## src/uspc_pkg.sv

```systemverilog
// Purpose: shared constants for the transceiver status and kit register bank
// Assumes: 8-bit registers at their printed byte offsets
// Notes:   timing counts derive from the 200 MHz core clock
package uspc_pkg;
  localparam logic [7:0] ADDR_SRC_LEVEL   = 8'h13;
  localparam logic [7:0] ADDR_EVT_LATCH   = 8'h14;
  localparam logic [7:0] ADDR_LINE_DEBUG  = 8'h15;
  localparam logic [7:0] ADDR_SCRATCH     = 8'h16;
  localparam logic [7:0] ADDR_SCRATCH_SET = 8'h17;
  localparam logic [7:0] ADDR_SCRATCH_CLR = 8'h18;
  localparam logic [7:0] ADDR_KIT_CTL     = 8'h19;
  localparam logic [7:0] ADDR_KIT_CTL_SET = 8'h1A;
  localparam logic [7:0] ADDR_KIT_CTL_CLR = 8'h1B;
  localparam logic [7:0] ADDR_KIT_DELAY   = 8'h1C;
  localparam logic [7:0] ADDR_KIT_IEN     = 8'h1D;
  localparam logic [7:0] ADDR_KIT_IEN_SET = 8'h1E;
  localparam logic [7:0] ADDR_KIT_IEN_CLR = 8'h1F;
  localparam logic [7:0] ADDR_KIT_STS     = 8'h20;

  localparam logic [7:0] RST_SCRATCH   = 8'h00;
  localparam logic [7:0] RST_KIT_CTL   = 8'h00;
  localparam logic [7:0] RST_KIT_DELAY = 8'h52;
  localparam logic [7:0] RST_KIT_IEN   = 8'h00;

  localparam logic [7:0] MASK_KIT_CTL   = 8'h7F;
  localparam logic [7:0] MASK_KIT_DELAY = 8'h7F;
  localparam logic [7:0] MASK_KIT_IEN   = 8'h1F;

  localparam int SRC_W       = 5;
  localparam int BIT_ID_GND  = 4;
  localparam int BIT_HOSTDIS = 0;
  localparam int BIT_RX_ROUTE = 3;
  localparam int BIT_TX_ROUTE = 2;
  localparam int BIT_ID_DRIVE = 1;
  localparam int BIT_UNFLOAT_IRQ = 1;
  localparam int BIT_FLOAT_IRQ   = 0;

  localparam int CLK_MHZ         = 200;
  localparam int ID_SETTLE_MS    = 50;
  localparam int ID_SETTLE_CYCLES = ID_SETTLE_MS * 1000 * CLK_MHZ;
endpackage : uspc_pkg

```

## src/uspc_regs.sv

```systemverilog
// Purpose: status, latch, debug, scratch and kit registers of a usb transceiver
// Assumes: single-cycle register port from the link-side interface logic
// Notes:   read data is registered; rd_valid marks the return cycle
`timescale 1ns/100ps

// Operation
// - status register shows live source levels
// - id ground frozen until pull-up settled
// - host disconnect forced low in low power
// - host disconnect resets low, then follows its source outside low power
// - unmasked source transition sets latch bit
// - latch read clears all latch bits
// - low-power entry clears latch
// - serial or kit mode entry clears latch
// - coinciding event goes in read data
// - debug bits mirror single-ended receivers
// - line code encodes bus state
// - scratch byte resets zero, no side effect
// - set alias sets base bits
// - clear alias clears base bits
// - kit controls active only in kit mode
// - rx route copies d+ to data1
// - tx route copies data0 to d-
// - id drive low grounds id pin
// - id float enables raise kit events
// - kit status bit0 shows id floating
// - rise/fall enables mask transitions
module uspc_regs #(
  parameter int SETTLE_CYCLES = uspc_pkg::ID_SETTLE_CYCLES
) (
  input  wire logic       core_clk,       // core clock, 200 MHz
  input  wire logic       rst_n,          // async reset, active low
  input  wire logic       reg_wr,         // write strobe, one cycle
  input  wire logic       reg_rd,         // read strobe, one cycle
  input  wire logic [7:0] reg_addr,       // register byte address
  input  wire logic [7:0] reg_wdata,      // write data
  output logic      [7:0] reg_rdata,      // read data, registered
  output logic            reg_rd_valid,   // read data valid pulse
  input  wire logic [4:0] src_levels_pin, // id gnd, sess end, sess valid, vbus valid, host disc
  input  wire logic [4:0] rise_en,        // rising transition enables
  input  wire logic [4:0] fall_en,        // falling transition enables
  input  wire logic       id_pull_up_on,  // id pull-up control
  input  wire logic       kit_mode_on,    // kit mode control
  input  wire logic       serial_mode_on, // serial mode active
  input  wire logic       low_power_on,   // low-power mode active
  input  wire logic       clock_suspend_ctl, // clock suspend control, no effect on clears
  input  wire logic [1:0] line_pin,       // single-ended receivers: [0] d+, [1] d-
  input  wire logic       id_floating_pin, // id pin floating detector
  input  wire logic       dp_rx_pin,      // receive data arriving on d+
  input  wire logic       data0_tx,       // transmit data from data bus bit 0
  output logic            data1_rx_out,   // routed receive data onto data bus bit 1
  output logic            data1_rx_oe,    // drive enable for data bus bit 1
  output logic            dm_tx_out,      // routed transmit data onto d-
  output logic            dm_tx_oe,       // drive enable for d-
  output logic            id_drive_low,   // pull id pin to ground
  output logic            kit_event       // id float event pulse
);
  // pin-side inputs pass two flops
  logic [4:0] src_sync;
  logic [1:0] line_level_code;
  logic       id_floating;
  logic       dp_rx_sync;

  uspc_sync2 #(.W(9)) u_sync (
    .core_clk (core_clk),
    .rst_n    (rst_n),
    .d_async  ({src_levels_pin, line_pin, id_floating_pin, dp_rx_pin}),
    .q_sync   ({src_sync, line_level_code, id_floating, dp_rx_sync})
  );

  logic id_settled;

  uspc_settle_timer #(.CYCLES(SETTLE_CYCLES)) u_settle (
    .core_clk (core_clk),
    .rst_n    (rst_n),
    .pull_on  (id_pull_up_on),
    .settled  (id_settled)
  );

  function automatic logic [7:0] alias_apply(input logic [7:0] base, input logic [7:0] wdata,
                                             input logic [1:0] kind, input logic [7:0] mask);
    logic [7:0] v;
    v = base;
    case (kind)
      2'h0:    v = wdata;
      2'h1:    v = base | wdata;
      2'h2:    v = base & ~wdata;
      default: v = base;
    endcase
    return v & mask;
  endfunction : alias_apply

  // one decode for each base register and its two aliases
  function automatic logic [1:0] alias_kind(input logic [7:0] addr, input logic [7:0] base,
                                            input logic [7:0] set_a, input logic [7:0] clr_a);
    logic [1:0] k;
    k = 2'h3;
    if (addr == base) begin
      k = 2'h0;
    end else if (addr == set_a) begin
      k = 2'h1;
    end else if (addr == clr_a) begin
      k = 2'h2;
    end
    return k;
  endfunction : alias_kind

  // source level register with frozen id ground and forced host disconnect
  logic [4:0] src_level_reg;
  logic       src_primed_reg;

  always_ff @(posedge core_clk or negedge rst_n) begin
    if (!rst_n) begin
      src_level_reg  <= 5'h00;
      src_primed_reg <= 1'b0;
    end else begin
      src_primed_reg <= 1'b1;
      src_level_reg[3:1] <= src_sync[3:1];
      if (id_settled && id_pull_up_on) begin
        src_level_reg[uspc_pkg::BIT_ID_GND] <= src_sync[uspc_pkg::BIT_ID_GND];
      end
      if (low_power_on) begin
        src_level_reg[uspc_pkg::BIT_HOSTDIS] <= 1'b0;
      end else begin
        src_level_reg[uspc_pkg::BIT_HOSTDIS] <= src_sync[uspc_pkg::BIT_HOSTDIS];
      end
    end
  end

  // transition detect against the previous filtered level
  logic [4:0] src_prev_reg;
  logic [4:0] src_event;

  always_ff @(posedge core_clk or negedge rst_n) begin
    if (!rst_n) begin
      src_prev_reg <= 5'h00;
    end else begin
      src_prev_reg <= src_level_reg;
    end
  end

  always_comb begin
    src_event = ((src_level_reg & ~src_prev_reg & rise_en) |
                 (~src_level_reg & src_prev_reg & fall_en)) & {5{src_primed_reg}};
  end

  // mode entry edges for latch clearing
  logic serial_prev_reg;
  logic kit_prev_reg;
  logic lp_prev_reg;
  logic mode_entry;

  always_ff @(posedge core_clk or negedge rst_n) begin
    if (!rst_n) begin
      serial_prev_reg <= 1'b0;
      kit_prev_reg    <= 1'b0;
      lp_prev_reg     <= 1'b0;
    end else begin
      serial_prev_reg <= serial_mode_on;
      kit_prev_reg    <= kit_mode_on;
      lp_prev_reg     <= low_power_on;
    end
  end

  // clock_suspend_ctl deliberately not a term here
  assign mode_entry = (low_power_on & ~lp_prev_reg) |
                      (serial_mode_on & ~serial_prev_reg) | (kit_mode_on & ~kit_prev_reg);

  // address decode
  logic rd_latch;
  logic wr_scr;
  logic wr_kit;
  logic wr_dly;
  logic wr_ien;
  logic [1:0] scr_kind;
  logic [1:0] kit_kind;
  logic [1:0] ien_kind;

  always_comb begin
    rd_latch = reg_rd && (reg_addr == uspc_pkg::ADDR_EVT_LATCH);
    wr_dly   = reg_wr && (reg_addr == uspc_pkg::ADDR_KIT_DELAY);
    scr_kind = reg_wr ? alias_kind(reg_addr, uspc_pkg::ADDR_SCRATCH, uspc_pkg::ADDR_SCRATCH_SET,
                                   uspc_pkg::ADDR_SCRATCH_CLR) : 2'h3;
    kit_kind = reg_wr ? alias_kind(reg_addr, uspc_pkg::ADDR_KIT_CTL, uspc_pkg::ADDR_KIT_CTL_SET,
                                   uspc_pkg::ADDR_KIT_CTL_CLR) : 2'h3;
    ien_kind = reg_wr ? alias_kind(reg_addr, uspc_pkg::ADDR_KIT_IEN, uspc_pkg::ADDR_KIT_IEN_SET,
                                   uspc_pkg::ADDR_KIT_IEN_CLR) : 2'h3;
    wr_scr   = (scr_kind != 2'h3);
    wr_kit   = (kit_kind != 2'h3);
    wr_ien   = (ien_kind != 2'h3);
  end

  // event latch: read clears, coinciding event reported not stored
  logic [4:0] latch_reg;

  always_ff @(posedge core_clk or negedge rst_n) begin
    if (!rst_n) begin
      latch_reg <= 5'h00;
    end else if (rd_latch || mode_entry) begin
      latch_reg <= 5'h00;
    end else begin
      latch_reg <= latch_reg | src_event;
    end
  end

  // writable storage
  logic [7:0] scratch_reg;
  logic [7:0] kit_ctl_reg;
  logic [7:0] kit_dly_reg;
  logic [7:0] kit_ien_reg;

  always_ff @(posedge core_clk or negedge rst_n) begin
    if (!rst_n) begin
      scratch_reg <= uspc_pkg::RST_SCRATCH;
    end else if (wr_scr) begin
      scratch_reg <= alias_apply(scratch_reg, reg_wdata, scr_kind, 8'hFF);
    end
  end

  always_ff @(posedge core_clk or negedge rst_n) begin
    if (!rst_n) begin
      kit_ctl_reg <= uspc_pkg::RST_KIT_CTL;
    end else if (wr_kit) begin
      kit_ctl_reg <= alias_apply(kit_ctl_reg, reg_wdata, kit_kind, uspc_pkg::MASK_KIT_CTL);
    end
  end

  always_ff @(posedge core_clk or negedge rst_n) begin
    if (!rst_n) begin
      kit_dly_reg <= uspc_pkg::RST_KIT_DELAY;
    end else if (wr_dly) begin
      kit_dly_reg <= reg_wdata & uspc_pkg::MASK_KIT_DELAY;
    end
  end

  always_ff @(posedge core_clk or negedge rst_n) begin
    if (!rst_n) begin
      kit_ien_reg <= uspc_pkg::RST_KIT_IEN;
    end else if (wr_ien) begin
      kit_ien_reg <= alias_apply(kit_ien_reg, reg_wdata, ien_kind, uspc_pkg::MASK_KIT_IEN);
    end
  end

  // read mux, registered
  logic [7:0] rd_mux;

  always_comb begin
    case (reg_addr)
      uspc_pkg::ADDR_SRC_LEVEL:   rd_mux = {3'h0, src_level_reg};
      uspc_pkg::ADDR_EVT_LATCH:   rd_mux = {3'h0, latch_reg | src_event};
      uspc_pkg::ADDR_LINE_DEBUG:  rd_mux = {6'h00, line_level_code};
      uspc_pkg::ADDR_SCRATCH,
      uspc_pkg::ADDR_SCRATCH_SET,
      uspc_pkg::ADDR_SCRATCH_CLR: rd_mux = scratch_reg;
      uspc_pkg::ADDR_KIT_CTL,
      uspc_pkg::ADDR_KIT_CTL_SET,
      uspc_pkg::ADDR_KIT_CTL_CLR: rd_mux = kit_ctl_reg;
      uspc_pkg::ADDR_KIT_DELAY:   rd_mux = kit_dly_reg;
      uspc_pkg::ADDR_KIT_IEN,
      uspc_pkg::ADDR_KIT_IEN_SET,
      uspc_pkg::ADDR_KIT_IEN_CLR: rd_mux = kit_ien_reg;
      uspc_pkg::ADDR_KIT_STS:     rd_mux = {7'h00, id_floating};
      default:                    rd_mux = 8'h00;
    endcase
  end

  always_ff @(posedge core_clk or negedge rst_n) begin
    if (!rst_n) begin
      reg_rdata    <= 8'h00;
      reg_rd_valid <= 1'b0;
    end else begin
      reg_rd_valid <= reg_rd;
      if (reg_rd) begin
        reg_rdata <= rd_mux;
      end
    end
  end

  // kit routing outputs; controls inert outside kit mode
  always_ff @(posedge core_clk or negedge rst_n) begin
    if (!rst_n) begin
      data1_rx_oe  <= 1'b0;
      dm_tx_oe     <= 1'b0;
      id_drive_low <= 1'b0;
      data1_rx_out <= 1'b0;
      dm_tx_out    <= 1'b0;
    end else begin
      data1_rx_oe  <= kit_mode_on & kit_ctl_reg[uspc_pkg::BIT_RX_ROUTE];
      dm_tx_oe     <= kit_mode_on & kit_ctl_reg[uspc_pkg::BIT_TX_ROUTE];
      id_drive_low <= kit_mode_on & kit_ctl_reg[uspc_pkg::BIT_ID_DRIVE];
      data1_rx_out <= dp_rx_sync;
      dm_tx_out    <= data0_tx;
    end
  end

  // id float transitions, only meaningful once pull-up settled
  logic float_prev_reg;

  always_ff @(posedge core_clk or negedge rst_n) begin
    if (!rst_n) begin
      float_prev_reg <= 1'b0;
      kit_event      <= 1'b0;
    end else begin
      float_prev_reg <= id_floating;
      kit_event      <= id_settled & src_primed_reg &
        ((kit_ien_reg[uspc_pkg::BIT_UNFLOAT_IRQ] & float_prev_reg & ~id_floating) |
         (kit_ien_reg[uspc_pkg::BIT_FLOAT_IRQ] & ~float_prev_reg & id_floating));
    end
  end
endmodule : uspc_regs

```

## src/uspc_sync2.sv

```systemverilog
// Purpose: two-flop synchroniser for a bus of pin levels
// Assumes: inputs are quasi-static relative to core_clk
// Notes:   first stage is read only by the second
`timescale 1ns/100ps
module uspc_sync2 #(
  parameter int W = 1
) (
  input  wire logic         core_clk, // core clock
  input  wire logic         rst_n,    // async reset, active low
  input  wire logic [W-1:0] d_async,  // raw pin levels
  output logic      [W-1:0] q_sync    // synchronised levels
);
  logic [W-1:0] stage1_reg;

  always_ff @(posedge core_clk or negedge rst_n) begin
    if (!rst_n) begin
      stage1_reg <= '0;
      q_sync     <= '0;
    end else begin
      stage1_reg <= d_async;
      q_sync     <= stage1_reg;
    end
  end
endmodule : uspc_sync2

```

## src/uspc_settle_timer.sv

```systemverilog
// Purpose: hold-off timer for the id ground sample after pull-up enable
// Assumes: pull_on comes from core_clk logic
// Notes:   settled stays low while pull-up off and for CYCLES+1 cycles after it rises
`timescale 1ns/100ps
module uspc_settle_timer #(
  parameter int CYCLES = uspc_pkg::ID_SETTLE_CYCLES
) (
  input  wire logic core_clk, // core clock
  input  wire logic rst_n,    // async reset, active low
  input  wire logic pull_on,  // id pull-up enabled
  output logic      settled   // sampling allowed
);
  localparam int CW = $clog2(CYCLES + 1);
  logic [CW-1:0] count_reg;

  always_ff @(posedge core_clk or negedge rst_n) begin
    if (!rst_n) begin
      count_reg <= '0;
    end else if (!pull_on) begin
      count_reg <= '0;
    end else if (count_reg != CW'(CYCLES)) begin
      count_reg <= count_reg + CW'(1);
    end
  end

  always_ff @(posedge core_clk or negedge rst_n) begin
    if (!rst_n) begin
      settled <= 1'b0;
    end else begin
      settled <= pull_on && (count_reg == CW'(CYCLES));
    end
  end
endmodule : uspc_settle_timer

```

## config.mk

```make
export PLATFORM = sky130hd
export DESIGN_NAME = uspc_regs
export DESIGN_NICKNAME = d
export VERILOG_FILES = /design/src/uspc_pkg.sv /design/src/uspc_regs.sv /design/src/uspc_sync2.sv /design/src/uspc_settle_timer.sv
export SDC_FILE = /design/constraint.sdc
export NUM_CORES = 1
export LEC_CHECK = 0
export BUFFER_PORTS_ARGS = -buffer_cell sky130_fd_sc_hd__buf_2
export CORE_MARGIN = 1
export CORE_UTILIZATION = 45
export DETAILED_ROUTE_END_ITERATION = 10
export PLACE_DENSITY_LB_ADDON = 0.3
export SKIP_LAST_GASP = 1
export SYNTH_ARGS = -nofsm -noshare
export SYNTH_HDL_FRONTEND = slang
export SYNTH_SLANG_ARGS = --single-unit
export TNS_END_PERCENT = 20
```

## constraint.sdc

```tcl
create_clock -name core_clk -period 2.8 [get_ports core_clk]
set_input_delay 0.84 -clock core_clk [delete_from_list [all_inputs] [get_ports core_clk]]
set_output_delay 0.84 -clock core_clk [all_outputs]
set_load 0.01 [all_outputs]
```

* Word level (Yosys, flattened, before mapping)
Index checks and enable logic that the tools add are counted.
** Word-level totals
- Register bits after elaboration :: 105
- Bits of input ports :: 45
- Output and inout port bits :: 15
- Word-level logic and storage cells :: 125
** Operators by class
- $add $sub $neg :: 1
- Equality and inequality tests :: 26
- Multiplexer cells :: 20
- Bitwise gates (word level) :: 36
- Reduce and logical (&&, ||, !) cells :: 17
** Operator list (number)
- $eq 8x5->1 const B :: 13
- $pmux 8 s8 :: 1
- $mux 24 :: 2
- $and 5x5->5 :: 6
- $add 24x1->24 const B :: 1
- $eq 24x24->1 const B :: 1
- $ne 24x24->1 const B :: 1
- $pmux 8 s3 :: 1
- $pmux 7 s3 :: 1
- $mux 2 :: 9
- $or 5x5->5 :: 3
- $pmux 5 s3 :: 1
- $and 1x1->1 :: 12
- $not 5->5 :: 2
- $reduce_bool 3->1 :: 3
- $reduce_or 3->1 :: 3
- $and 8x8->8 :: 1
- $eq 8x6->1 const B :: 1
- $not 8->8 :: 1
- $or 8x8->8 :: 1
- $and 7x7->7 :: 1
- $or 7x7->7 :: 1
- $eq 2x1->1 const B :: 3
- $eq 2x2->1 const B :: 3
- 10 further kinds :: 28

* Logic depth before layout (Yosys ltp)
Gate-level depths: netlist of the first run.
- Depth in word-level cells :: 8
- Depth in mapped cells :: 12
- Gate-level depth less buffers :: 10

* Cells and area by module
Synthesis of the first run repeated with hierarchy kept, for this count alone.
** Unflattened totals
- Cell total of the unflattened synthesis :: 474
- Area, all modules :: 4967.3 um^2
** Modules (own cells, without submodules)
- uspc_regs :: times used 1, cells an instance 317, area each 3203.1 um^2, sequential area each 1555.2 um^2
- uspc_settle_timer :: times used 1, cells an instance 139, area each 1313.8 um^2, sequential area each 625.6 um^2
- uspc_sync2 :: times used 1, cells an instance 18, area each 450.4 um^2, sequential area each 450.4 um^2

* Least setup slack after synthesis of the first run
Ideal clock, no wire load.
- Path kind :: input port to flip-flop
- From :: input port reg_addr[1]
- To :: register scratch_reg[0]
- Library setup time :: 0.137 ns
- Data arrival time :: 2.825 ns
- Setup slack :: -0.162 ns
- Stages on the path :: 10
- Path buffers :: 1
- Path through :: nor2_1 > a22o_1 > and2_0 > clkbuf_1 > nand3_1 > ha_1 > nor2b_1 > o21ai_0 > o21ai_0 > a21oi_1
** On the way
- Word-level cells in the longest chain between the ends :: 8
- Elaborated cells between the ends (all ways) :: 14
- Classes of those cells :: eq/ne (6); mux (5); reduce/logical (3)
** Ends and longest elaborated chain
- start: declaration :: line uspc_regs.sv:35 : input wire logic [7:0] reg_addr,
- $eq 8x5->1 :: line uspc_regs.sv:102 : end else if (addr == clr_a) begin
- $mux 1 :: line uspc_regs.sv:102
- $mux 2 :: line uspc_regs.sv:100 : end else if (addr == set_a) begin
- $mux 2 * :: line uspc_regs.sv:98 : if (addr == base) begin
- $mux 2 * :: line uspc_regs.sv:182 : scr_kind = reg_wr ? alias_kind(reg_addr, uspc_pkg::ADDR_SCRATCH, uspc_pkg::ADDR_SCRATCH_SET,
- $eq 2x2->1, or another cell as far along :: line uspc_regs.sv:84 : case (kind)
- $reduce_bool 3->1 (no line)
- $reduce_and 2->1 (no line)
- end signal: assignment :: line uspc_regs.sv:214 : scratch_reg <= uspc_pkg::RST_SCRATCH;
- end signal: assignment :: line uspc_regs.sv:216 : scratch_reg <= alias_apply(scratch_reg, reg_wdata, scr_kind, 8'hFF);
- end: declaration :: line uspc_regs.sv:207 : logic [7:0] scratch_reg;
Mark *: on every way between the ends. The rest lies on a longest branch, timed or not.
A chain may end at the register's enable or synchronous reset.

* Worst setup path in the final report of the first run
- From :: input port reg_addr[5]
- To :: register kit_ien_reg[2]
** On the way
- Word-level cells in the longest chain between the ends :: 8
- Elaborated cells between the ends (all ways) :: 14
- Classes of those cells :: eq/ne (6); mux (5); reduce/logical (3)
** Ends and longest elaborated chain
- $eq 8x5->1 :: line uspc_regs.sv:102
- $mux 1 :: line uspc_regs.sv:102
- $mux 2 :: line uspc_regs.sv:100
- $mux 2 * :: line uspc_regs.sv:98
- $mux 2 * :: line uspc_regs.sv:186 : ien_kind = reg_wr ? alias_kind(reg_addr, uspc_pkg::ADDR_KIT_IEN, uspc_pkg::ADDR_KIT_IEN_SET,
- $eq 2x2->1, or another cell as far along :: line uspc_regs.sv:84
- $reduce_bool 3->1 (no line)
- $reduce_and 2->1 (no line)
- end signal: assignment :: line uspc_regs.sv:238 : kit_ien_reg <= uspc_pkg::RST_KIT_IEN;
- end signal: assignment :: line uspc_regs.sv:240 : kit_ien_reg <= alias_apply(kit_ien_reg, reg_wdata, ien_kind, uspc_pkg::MASK_KIT_IEN);
- end: declaration :: line uspc_regs.sv:210 : logic [7:0] kit_ien_reg;
Marks and branches as above.

==> results.ini, run 1 <==
[floorplan]
die-width_microns=106
die_h_microns=106
coreArea_sq_um=10400
rows=37
pin_count=60
start_util_pct=46.7
die-area_sq_um=11200

[clocking]
cts-resized-gates=0
clock_latency_ps=380
cts_made_buffers=9
tritoncts=yes
h-tree-depth=3
root_buffer=clkbuf_8
cts_setup_buffers=0
cts_hold_buf=0
path_clk_slew_ps=110
cts_max_path_buffers=2
numClockSinks=105

[power]
p_per_area_nw_per_um2=506
p_leak_uw=0.00262
p_total_uw=2830
vdd_drop_max_uv=314

[sta]
rsz0062_at_grt=false
setup_slack_ps=303
skew_ps=9.12
fmax_mhz=401
finalSetupViolCount=0
min_period_ps=2500
finalMaxSlewViolations=0
whs_ps=356
min_period_over_period_pct=89.2
final-hold-violation-count=0

[synth]
synth_nets=522
synthArstFlopShare_pct=100
yosys_warnings=0
synth.distinct_cells=54
syn_area_per_cell_sq_um=10.4
synthCells=466
synthesis.area_sq_um=4840
ys_seq_area_share_pct=54.3
ys.flop_type=dfrtp_1
yosys_register_bits=105
synth_edf_count=0

[worst_hold_path]
hold_class=flip-flop to flip-flop

[final_layout]
fin_area_sq_um=5590
n_fill_cell=937
final_nets=591
largest_reg_flops=24
diodes=0
drive_gt1_share_pct=21.1
final_util_pct=53.9
syn2layout_area_growth_pct=15.4

[placement]
dpl.hpwl_microns=7540
gp_routability_congestion=0.845
place_area_sq_um=5400
io_buffers=58
preCtsSetupSlack_ps=-64.9

[critical_path]
crit_top_cell=buf_4
critPathLaunchType=primary input
required_ps=3110
slowest_delay_ps=550
worstPathCellList=buf_2 > or4b_4 > nor2_1 > buf_4 > nand3_1 > ha_1 > nor2b_1 > buf_4 > nand2_1 > o21ai_0 > a21oi_1
crit_type=primary input to flip-flop
worst_setup_path_end_kind=flip-flop
critical_path_peak_fanout=5
crit_slowest_cell=or4b_4
cp.arrival_ps=2810

[grt]
overflow=0
antenna_found_initial=0
grt_pass1_vias=3644
grt_pass1_wl_microns=17400
grt_max_degree=53
track_usage_pct=20.1

[detailed_routing]
drt_pass1_iterations=4
drtIter0Drc=177
avgRoutedWirePerCell_microns=15.1
antenna_left=0
drt-total-wl_microns=10200
via_per_inst=5.35
via_count=3618
drc=0

[status]
status=finished, final reports clean

[run]
maxCapViolCount=0

==> layout make-up <==
type                            instances  area (sq um)  area share [%]
Clock buffer                            9           124            2.22
Timing Repair Buffer                   74           425            7.61
Inverter                               27           101            1.81
Sequential cell                       105          2630            47.1
Multi-Input combinational cell        318          2070            37.0
Tap cell                              136           170            3.04
Clock inverter                          7          70.1            1.25
==> per-stage QoR <==
step	TNS [ps]	instances
after floorplan	0	466
after global placement	-141	660
after detailed placement	-360	660
after CTS	0	676
after global routing	0	676
final	0	676
==> worst max-delay path, delay by kind of cell <==
kind,cells,cell delay (ps)
compound gates,2,230
fa+ha+maj,1,340
buf+inv,3,410
simple gates,5,990
==> path summary, 6_finish.rpt <==
kind | to | from | slack [ps] | depth (start not counted)
setup / recovery | kit_ien_reg[2]$_DFFE_PN0P_ | reg_addr[5] | 300 | 11
hold / removal | u_sync.q_sync[0]$_DFF_PN0_ | u_sync.stage1_reg[0]$_DFF_PN0_ | 360 | 0
setup reg to reg | u_settle.count_reg[1]$_DFFE_PN0N_ | u_settle.count_reg[21]$_DFFE_PN0N_ | 960 | 5
hold reg to reg | u_sync.q_sync[0]$_DFF_PN0_ | u_sync.stage1_reg[0]$_DFF_PN0_ | 360 | 0
max in group asynchronous | kit_dly_reg[6]$_DFFE_PN1P_ | rst_n | 1720 | 2
min in group asynchronous | src_prev_reg[2]$_DFF_PN0_ | rst_n | 370 | 1
==> placed cells by master, fill, tap and decap left out, types with 9 or more instances in the layout <==
master and count:
nand2_1 29, nor2_1 16, buf_2 57, o21ai_0 50, ha_1 11, dfrtp_1 102
and2_1 24, nand3_1 25, buf_4 16, inv_1 26, clkbuf_8 9, a21oi_1 43
xor2_1 10
==> report_power, final <==
part | switching (uW) | leakage, uW | total (uW) | internal (uW)
Combinational | 149 | 0.00117 | 251 | 102
Clock | 567 | 0.0000955 | 915 | 348
Sequential | 57.3 | 0.00136 | 1660 | 1600
==> Yosys cell counts (10+ instances only) <==
master	number	area (sq um)
nand3_1	25	125
a21oi_1	43	215
ha_1	11	138
o21ai_0	50	250
inv_1	26	97.6
dfrtp_1	102	2550
clkbuf_1	14	52.6
nand2_1	29	109
xor2_1	10	87.6
nor2_1	17	63.8
and2_1	24	150
==> kinds of logic after synthesis <==
| family | after synthesis | synth area share, % |
|---|---|---|
| and+or+nand+nor | 148 | 17.7 |
| AOI/OAI and AO/OA | 124 | 15.0 |
| buffers and inverters | 43 | 3.38 |
| muxes | 16 | 3.51 |
| xor gates and xnor gates | 18 | 3.25 |
| DFF | 105 | 54.3 |
| other | 1 | 0.0774 |
| adders and majority gates | 11 | 2.84 |
==> metal layers <==
| layer | up-vias | track usage (%) | part of all wire (%) |
|---|---|---|---|
| li1 | 1788 | - | - |
| met5 | - | 0 | 0 |
| met2 | 73 | 34.2 | 50 |
| met1 | 1745 | 24.3 | 43 |
| met3 | 12 | 4.89 | 4.1 |
| met4 | 0 | 8.33 | 2.0 |
Note: power is estimated with default switching activity, not from simulation.
==> run 2: changes to the inputs <==
Settings changed: BUFFER_PORTS_ARGS -buffer_cell sky130_fd_sc_hd__buf_2 to -buffer_cell sky130_fd_sc_hd__buf_4, CORE_ASPECT_RATIO set to 0.75.
==> run 2 against run 1 <==
Effect of this change:
- clock skew down 3.4 ps
- worst hold slack got worse by 5.1 ps
- critical path type unchanged
- design area is 4.9% higher
- final cell count fell by 0.15%
- clock power grew 52%
- worst setup slack got worse by 89 ps
- clock-buffer cell count grew 1
- total power up 18%
- first-iteration DRC count is 74% higher
- die area about the same
- maximum frequency decreased by 3.5%
==> results.ini, run 2 (synthesis gave the netlist of run 1 again) <==
[detailed_routing]
avgRoutedWirePerCell_microns=17.1
via_per_inst=5.56
antenna_left=0
wl_met3_microns=678
highest-signal-layer=met4
drt-total-wl_microns=11600
met2_length_microns=5310
drt_pass1_iterations=4
wl_met1_microns=5470
drtIter0Drc=308
drc=0
via_count=3755

[sta]
whs_ps=351
fmax_mhz=387
min_period_ps=2590
finalSetupViolCount=0
setup_slack_ps=214
relSlewSlack_pct=60.9
skew_ps=5.70
finalMaxSlewViolations=0
final-hold-violation-count=0
fin_tns_setup_ps=0
min_period_over_period_pct=92.4
tightestPinTransition_ps=586
rsz0062_at_grt=false

[floorplan]
die_h_microns=91.9
die-area_sq_um=11200
coreArea_sq_um=10400
pin_count=60
rows=32
start_util_pct=46.7
die-width_microns=122

[clocking]
numClockSinks=105
cts_made_buffers=9
root_buffer=clkbuf_16
path_clk_slew_ps=70
cts-resized-gates=0
cts_setup_buffers=0
clock_latency_ps=340
cts_max_path_buffers=2
cts_hold_buf=0
tritoncts=yes
h-tree-depth=3

[run]
maxCapViolCount=0

[final_layout]
drive_gt1_share_pct=21.0
largest_reg_flops=24
final_util_pct=56.6
layout_commonest_cell=dfrtp_1
final_nets=590
syn2layout_area_growth_pct=21.1
diodes=0
most-common-layout-cells=102 x dfrtp_1, 72 x buf_4, 50 x o21ai_0, 43 x a21oi_1, 29 x nand2_1

[power]
internal_power_uw=2550
p_total_uw=3340
p_comb_share_pct=8.5
p_sw_uw=794
clkPwrFrac_pct=41.6
seqPwrFrac_pct=49.8
p_sw_share_pct=23.7
p_per_area_nw_per_um2=570
p_leak_uw=0.00272
vdd_drop_max_uv=427

[placement]
preCtsSetupSlack_ps=-138
dpl.hpwl_microns=8410
io_buffers=58
gp_routability_congestion=0.864

[critical_path]
crit_type=primary input to flip-flop
worst_setup_path_end_kind=flip-flop
required_ps=3070
critical_path_peak_fanout=5
critPathLaunchType=primary input
cp.arrival_ps=2860

[grt]
track_usage_pct=23.0
grt_pass1_wl_microns=19400
antenna_found_initial=0
grt_pass1_vias=3741
grt_max_degree=44
overflow=0

[status]
status=finished, final reports clean

[worst_hold_path]
hold_class=flip-flop to flip-flop

==> run 2: area by class of cell <==
class / count / area (sq um)
clock buffer: 10 / 239
clock inverter: 6 / 95.1
fill: 885 / 4500
inverter: 27 / 101
multi-input combinational: 318 / 2070
sequential: 105 / 2630
tap: 136 / 170
timing repair buffer: 73 / 561
==> run 2: power groups by stage <==
stage               registers, uW  clock network [uW]  logic [uW]
global placement             1690                   0         277
finish                       1670                1390         285
detailed placement           1690                   0         286
CTS                          1670                1430         288
global route                 1680                1480         320
floorplan                    1680                   0         132
==> run 2: per-layer routing <==
| metal | vias up | track usage, % |
|---|---|---|
| met2 | 119 | 35.1 |
| met1 | 1848 | 33.3 |
| met3 | 13 | 5.29 |
| met5 | - | 0 |
| li1 | 1775 | - |
| met4 | 0 | 5.04 |
==> run 2: stage by stage <==
step / instances / cell area, sq um
3_5_place_dp: 659 / 5530
2_1_floorplan: 466 / 4860
5_1_grt: 675 / 5870
6_report: 675 / 5870
3_3_place_gp: 659 / 5530
4_1_cts: 675 / 5870
==> run 2: worst paths after layout <==
path | from | to | slack, ps | cells past startpoint
setup / recovery | reg_addr[5] | kit_ien_reg[0]$_DFFE_PN0P_ | 210 | 10
hold / removal | u_sync.q_sync[7]$_DFF_PN0_ | src_level_reg[3]$_DFF_PN0_ | 350 | 0
setup reg to reg | u_settle.count_reg[3]$_DFFE_PN0N_ | u_settle.count_reg[1]$_DFFE_PN0N_ | 890 | 5
hold reg to reg | u_sync.q_sync[7]$_DFF_PN0_ | src_level_reg[3]$_DFF_PN0_ | 350 | 0
max in group asynchronous | rst_n | kit_dly_reg[4]$_DFFE_PN1P_ | 1730 | 2
min in group asynchronous | rst_n | reg_rdata[7]$_DFFE_PN0P_ | 380 | 1
==> run 2: critical path: stages <==
cell and delay (ps):
buf_4 130, or4b_4 540, nor2_1 270, nand3_1 180
ha_1 330, nor2b_1 140, buf_4 140, nand2_1 50
o21ai_0 70, a21oi_1 160
